## src/include/oamie_pkg.sv

```systemverilog
// Purpose: Constants shared by the or/move execution datapath.
// Assumes: 12-bit instruction words, 8-bit data, 5-bit file addresses.
// Notes:   Opcode fields sit in the upper bits of the instruction word.
package oamie_pkg;
   localparam int unsigned DATA_W    = 8;
   localparam int unsigned FADDR_W   = 5;
   localparam int unsigned INSTR_W   = 12;
   localparam int unsigned DEST_BIT  = 5;
   localparam logic [3:0]  OP_OR_LIT   = 4'hd;
   localparam logic [3:0]  OP_LOAD_LIT = 4'hc;
   localparam logic [5:0]  OP_OR_FILE  = 6'h04;
   localparam logic [5:0]  OP_MOVE_FILE = 6'h08;
   localparam logic [7:0]  ACC_RESET   = 8'h00;
   localparam logic        ZERO_RESET  = 1'b0;
   localparam logic        STROBE_RESET = 1'b0;
   localparam logic [4:0]  WADDR_RESET = 5'h00;
   localparam logic [7:0]  WDATA_RESET = 8'h00;
   typedef enum logic [4:0]
   {
      OAMIE_NONE      = 5'h01,
      OAMIE_OR_LIT    = 5'h02,
      OAMIE_OR_FILE   = 5'h04,
      OAMIE_MOVE_FILE = 5'h08,
      OAMIE_LOAD_LIT  = 5'h10
   } oamie_op_t;
endpackage

```

## src/include/oamie_dec_if.sv

```systemverilog
// Purpose: Carries decoded instruction fields from decoder to datapath.
// Assumes: One instruction per clock.
// Notes:   Decoder drives, datapath consumes.
`timescale 1ns/1ps
interface oamie_dec_if;
   import oamie_pkg::*;
   oamie_op_t          op;
   logic [7:0]         literal;
   logic [4:0]         faddr;
   logic               dest_file;
   modport dec (output op, output literal, output faddr, output dest_file);
   modport exe (input op, input literal, input faddr, input dest_file);
endinterface

```

## src/logic/oamie_decode.sv

```systemverilog
// Purpose: Decodes a 12-bit instruction word into one of four operations.
// Assumes: Instruction word is stable for the cycle it is valid.
// Notes:   Unrecognised words decode to no operation.
`timescale 1ns/1ps
module oamie_decode
   import oamie_pkg::*;
(
   // Instruction
   input  wire logic [11:0] instr,
   input  wire logic        instr_valid,
   // Decoded fields
   oamie_dec_if.dec         d
);
   wire is_or_lit   = instr_valid && instr[11:8] == OP_OR_LIT;
   wire is_load_lit = instr_valid && instr[11:8] == OP_LOAD_LIT;
   wire is_or_file  = instr_valid && instr[11:6] == OP_OR_FILE;
   wire is_move     = instr_valid && instr[11:6] == OP_MOVE_FILE;

   assign d.op = is_or_lit   ? OAMIE_OR_LIT :
                 is_or_file  ? OAMIE_OR_FILE :
                 is_move     ? OAMIE_MOVE_FILE :
                 is_load_lit ? OAMIE_LOAD_LIT : OAMIE_NONE;
   assign d.literal   = instr[7:0];
   assign d.faddr     = instr[4:0];
   assign d.dest_file = instr[DEST_BIT];
endmodule

```

## src/logic/oamie_exec.sv

```systemverilog
// Purpose: Executes or_literal_into_acc, or_acc_with_file, move_file_to_dest
//          and load_literal_into_acc on an 8-bit accumulator and zero flag.
// Assumes: File register read data for instr's address is valid in the same
//          cycle; the file write port takes one strobe per cycle.
// Notes:   All outputs but file_raddr are registered, so results appear one clock later.
//          A write-back reaches the file one clock after issue, so an instruction issued
//          right behind it that reads the same register sees the value before the write.
// Summary of operation
// - Opcode 1101 ORs literal into accumulator, updates zero flag.
// - Pattern 000100 ORs accumulator with file register, updates zero flag.
// - Destination bit 0 writes accumulator, 1 writes file register back.
// - Pattern 001000 moves file register to accumulator or back to file.
// - Move updates zero flag even when destination is the file register.
`timescale 1ns/1ps
module oamie_exec
   import oamie_pkg::*;
(
   // Clock and reset
   input  wire logic        clk,
   input  wire logic        rst,
   // Instruction
   input  wire logic [11:0] instr,
   input  wire logic        instr_valid,
   // File register read port
   output logic      [4:0]  file_raddr,
   input  wire logic [7:0]  file_rdata,
   // File register write port
   output logic             file_we,
   output logic      [4:0]  file_waddr,
   output logic      [7:0]  file_wdata,
   // Core state
   output logic      [7:0]  acc,
   output logic             zero_flag,
   output logic             zero_we
);
   oamie_dec_if d ();

   // The decoder turns the word into one form and its operand fields.
   oamie_decode u_decode
   (
      .instr       (instr),
      .instr_valid (instr_valid),
      .d           (d)
   );

   // The read address is combinational from the word so data is available this cycle.
   wire       [4:0] raddr_w     = instr[4:0];
   wire       [7:0] or_lit_res;
   wire       [7:0] or_file_res;
   wire       [7:0] move_res;
   wire       [7:0] load_res;

   // One lane per data bit builds the candidate result of every form.
   for (genvar b = 0; b < DATA_W; b++)
   begin : g_lane
      assign or_lit_res[b]  = acc[b] | d.literal[b];
      assign or_file_res[b] = acc[b] | file_rdata[b];
      assign move_res[b]    = file_rdata[b];
      assign load_res[b]    = d.literal[b];
   end

   logic      [7:0] result;
   logic            wr_acc;
   logic            wr_file;
   logic            upd_zero;

   // Words that decode to no form keep every enable low, so acc, zero_flag and the file keep their values.
   always_comb
   begin
      result   = acc;
      wr_acc   = 1'b0;
      wr_file  = 1'b0;
      upd_zero = 1'b0;
      case (d.op)
         OAMIE_OR_LIT:
         begin
            result   = or_lit_res;
            wr_acc   = 1'b1;
            upd_zero = 1'b1;
         end
         OAMIE_OR_FILE:
         begin
            result   = or_file_res;
            wr_acc   = !d.dest_file;
            wr_file  = d.dest_file;
            upd_zero = 1'b1;
         end
         OAMIE_MOVE_FILE:
         begin
            result   = move_res;
            wr_acc   = !d.dest_file;
            wr_file  = d.dest_file;
            upd_zero = 1'b1;
         end
         OAMIE_LOAD_LIT:
         begin
            result   = load_res;
            wr_acc   = 1'b1;
            wr_file  = 1'b0;
            upd_zero = 1'b0;
         end
         OAMIE_NONE:
         begin
            result   = acc;
            wr_acc   = 1'b0;
            wr_file  = 1'b0;
            upd_zero = 1'b0;
         end
         default:
         begin
            result   = acc;
            wr_acc   = 1'b0;
            wr_file  = 1'b0;
            upd_zero = 1'b0;
         end
      endcase
   end

   // Zero detect ripples a clear test across the bits of the result.
   wire       [8:0] clear_run;
   assign clear_run[0] = 1'b1;
   for (genvar b = 0; b < DATA_W; b++)
   begin : g_zero
      assign clear_run[b+1] = clear_run[b] & ~result[b];
   end
   wire             result_zero     = clear_run[8];

   // Next values of the registered outputs.
   wire       [7:0] next_acc        = wr_acc ? result : acc;
   wire             next_zero       = upd_zero ? result_zero : zero_flag;
   wire             next_zero_we    = upd_zero;
   wire             next_file_we    = wr_file;
   wire       [4:0] next_file_waddr = d.faddr;
   wire       [7:0] next_file_wdata = result;

   assign file_raddr = raddr_w;

   // Accumulator.
   // It holds whenever the form that ran writes its result to the file instead.
   always_ff @(posedge clk)
   begin
      if (rst)
      begin
         acc <= ACC_RESET;
      end
      else
      begin
         acc <= next_acc;
      end
   end

   // Zero flag.
   // The literal load and unrecognised words leave it as it stands.
   always_ff @(posedge clk)
   begin
      if (rst)
      begin
         zero_flag <= ZERO_RESET;
      end
      else
      begin
         zero_flag <= next_zero;
      end
   end

   // Zero update strobe.
   // It is high for the one cycle after a form that tests its result.
   always_ff @(posedge clk)
   begin
      if (rst)
      begin
         zero_we <= STROBE_RESET;
      end
      else
      begin
         zero_we <= next_zero_we;
      end
   end

   // File write strobe.
   // It is high for the one cycle after a form whose destination is the file.
   always_ff @(posedge clk)
   begin
      if (rst)
      begin
         file_we <= STROBE_RESET;
      end
      else
      begin
         file_we <= next_file_we;
      end
   end

   // File write address.
   // It follows the word every cycle and only matters while file_we is high.
   always_ff @(posedge clk)
   begin
      if (rst)
      begin
         file_waddr <= WADDR_RESET;
      end
      else
      begin
         file_waddr <= next_file_waddr;
      end
   end

   // File write data.
   // It shows the last result every cycle, so the file must qualify it with file_we.
   always_ff @(posedge clk)
   begin
      if (rst)
      begin
         file_wdata <= WDATA_RESET;
      end
      else
      begin
         file_wdata <= next_file_wdata;
      end
   end
endmodule

```

## config.mk

```make
export PLATFORM = sky130hd
export DESIGN_NAME = oamie_exec
export DESIGN_NICKNAME = d
export VERILOG_FILES = /design/src/include/oamie_pkg.sv /design/src/include/oamie_dec_if.sv /design/src/logic/oamie_decode.sv /design/src/logic/oamie_exec.sv
export SDC_FILE = /design/constraint.sdc
export NUM_CORES = 1
export LEC_CHECK = 0
export ABC_AREA = 1
export ABC_CLOCK_PERIOD_IN_PS = 1590
export BUFFER_PORTS_ARGS = -buffer_cell sky130_fd_sc_hd__buf_2
export CORE_UTILIZATION = 48
export CTS_CLUSTER_SIZE = 25
export DETAILED_ROUTE_END_ITERATION = 10
export GPL_ROUTABILITY_DRIVEN = 0
export PLACE_DENSITY = 0.79
export SYNTH_ARGS = -nofsm -noshare
export SYNTH_HDL_FRONTEND = slang
export SYNTH_HIERARCHICAL = 1
export SYNTH_SLANG_ARGS = --single-unit
```

## constraint.sdc

```tcl
create_clock -name clk -period 1.59 [get_ports clk]
set_input_delay 0.0795 -clock clk [delete_from_list [all_inputs] [get_ports clk]]
set_output_delay 0.0795 -clock clk [all_outputs]
set_load 0.1 [all_outputs]
```

==> impl_metrics.env <==
export IMPL_grt_ovfl_total=0
export IMPL_crit_type="primary input to flop"
export IMPL_fin_crit_sh_pct=93.26
export IMPL_post_place_ws_ps=-219.5
export IMPL_syn_num_nets=226
export IMPL_yosysWarningCount=6
export IMPL_grt_pass1_vias=1167
export IMPL_ys_seq_area_share_pct=35.36
export IMPL_firstDrtPassIters=4
export IMPL_drt_iter0_drc=24
export IMPL_drt_met1_wl_um=1323
export IMPL_grt_first_pass_wirelength_um=4836
export IMPL_wl_um=2908
export IMPL_layoutNonFillerInstCount=287
export IMPL_ys_types=24
export IMPL_start_util_pct=52.92
export IMPL_tightest_slew_ps=489.5
export IMPL_path_delay_family="simple AND/OR/NAND/NOR gates"
export IMPL_worstPathMaxFanout=5
export IMPL_endpoint_kind="flop"
export IMPL_die_h_um=55.21
export IMPL_rsz0062_at_grt="yes"
export IMPL_p_leak_nw=1.009
export IMPL_synthCells=203
export IMPL_worst_slack_ps=107.1
export IMPL_crit_path_max_incr_delay_ps=150
export IMPL_fin_crit_ps=1483
export IMPL_syn_area_sq_um=1359
export IMPL_maxSlewHeadroom_pct=67.59
export IMPL_syn_to_final_growth_pct=27.53
export IMPL_avgSynthCellArea_sq_um=6.694
export IMPL_die_area_sq_um=3048
export IMPL_p_per_area_nw_per_um2=632.0
export IMPL_vias=1330
export IMPL_antenna_found_initial=0
export IMPL_skew_ps=3.559
export IMPL_detailed_place_hpwl_um=2225
export IMPL_wl_met3_um=143
export IMPL_grt_max_degree=17
export IMPL_postRouteAntennaNets=0
export IMPL_n_antenna_cell=0
export IMPL_finalNetCount=282
export IMPL_setup_viol_count_final=0
export IMPL_dp_cells=276
export IMPL_synth_top_cell_area_share_pct=35.36
export IMPL_crit_chain="buf_2 > nor2_1 > nand2_2 > o21ai_2 > nor2_2 > nor2_4 > nand2_2 > inv_2 > nand2_1 > nand2_2 > nor2_1 > nor2_1 > nand2_1 > nor2_1 > nand3_1 > a21oi_2"
export IMPL_core_sq_um=2567
export IMPL_cts_root_buf="clkbuf_4"
export IMPL_ir_drop_v=0.0007015
export IMPL_power_mw=1.095
export IMPL_required_ps=1840
export IMPL_clk_pin_slew_ps=110
export IMPL_wl_met2_um=1377
export IMPL_worst_path_buf_inv=2
export IMPL_clock_sinks=24
export IMPL_cp_common_cell="nor2_1"
export IMPL_hp_class="primary input to flop"
export IMPL_port_buffers=51
export IMPL_drive_above_1_share_pct=39.69
export IMPL_timing_fmax_mhz=674.4
export IMPL_viasPerCell=4.634
export IMPL_cp_slowest_cell="nor2_4"
export IMPL_maxCapViolCount=0
export IMPL_status="completed"
export IMPL_cts_tree="built"
export IMPL_clockBufferDepth=2
export IMPL_worstPathArrival_ps=1730
export IMPL_synth_largest_area_cell="dfxtp_1"
export IMPL_io_pins=52
export IMPL_tns_ps=0
export IMPL_startpoint_type="primary input"
export IMPL_h_tree_depth=1
export IMPL_post_drt_wl_per_cell_um=10.13
export IMPL_die_w_um=55.21
export IMPL_track_usage_pct=20.02
export IMPL_drv_slew=0
export IMPL_cts_buffers=3
export IMPL_row_count=18
export IMPL_synth_area_leaders="dfxtp_1 35%, buf_4 12%, nand2_1 12%, inv_1 9.1%, nor2_1 8.3%"
export IMPL_yosys_register_bits=24
export IMPL_hold_violations=0
export IMPL_top_layer_used="met4"
export IMPL_route_detailed_drc=0
export IMPL_fin_util_pct=67.50
export IMPL_clk_latency_ps=300
## cells by family (layout without fill, tap and decap cells)
group           count (synthesis)  in the layout  synth area share, %
buf+inv                        59            113                22.28
flops                          24             24                35.36
compound gates                 28             28                12.34
simple gates                   92             92                30.02
## metal layers
layer	vias up	global-route usage, %
li1	704	-
met1	580	23.98
met2	37	33.56
met3	9	4.450
met4	0	10.00
met5	-	0
## area by class of cell
type / instances / area, sq um
clock buffers: 3 / 22.52
well taps: 30 / 37.54
multi-input cells: 120 / 613.1
inverters: 36 / 137.6
flip-flops and latches: 24 / 481.7
repair buffers: 74 / 440.4
fillers: 228 / 834.6
## per-stage QoR
step / cell area (sq um) / hold slack, ps
2_1_floorplan: 1360 / 276.3
3_3_place_gp: 1600 / 317.3
3_5_place_dp: 1600 / 319.2
4_1_cts: 1673 / 36.65
5_1_grt: 1733 / 45.96
6_report: 1733 / 47.85
## state kept, by name, indices dropped and copies added, names as in the netlist
signal,cells
acc,8
zero_flag,1
zero_we,1
file_wdata,8
file_we,1
file_waddr,5
## cells in the mapped netlist
cell      instances
a21oi_1           7
a21oi_2           2
a21oi_4           1
buf_4            21
clkbuf_1          2
dfxtp_1          24
inv_1            33
inv_2             2
inv_4             1
nand2_1          42
nand2_2           3
nand2_4           2
nand3_1           7
nand3_2           2
nand4_1           1
nor2_1           30
nor2_2            3
nor2_4            1
nor3_1            1
o211ai_1          1
o21ai_0          14
o21ai_1           1
o21ai_2           1
o21bai_1          1
## layout by cell type, fill, tap and decap left out, drive strengths merged
cell type / instances
o211ai: 1
o21bai: 1
a21oi: 10
dfxtp: 24
inv: 36
nand4: 1
nor2: 34
buf: 69
nor3: 1
clkbuf: 3
nand3: 9
nand2: 47
o21ai: 16
dlygate4sd3: 5
## final timing paths
| check | from | endpoint | slack [ps] | cells past startpoint |
|---|---|---|---|---|
| worst max-delay path | instr[7] | zero_flag | 110 | 16 |
| worst min-delay path | rst | file_waddr[0] | 50 | 2 |
| worst max register to register | acc[6] | zero_flag | 560 | 7 |
| worst min register to register | acc[2] | acc[2] | 510 | 2 |
## where the power goes
group / internal [mW] / switching [mW]
clock network: 0.0885 / 0.156
registers: 0.610 / 0.00242
logic: 0.0594 / 0.178
## repair_timing
item	4_1_cts	5_1_grt
buffers inserted	0	3
endpoints found under the hold margin	5	0
setup endpoints to repair	0	2
hold buffers	5	0
resized for setup	0	13
(Power assumes the default switching activity.)
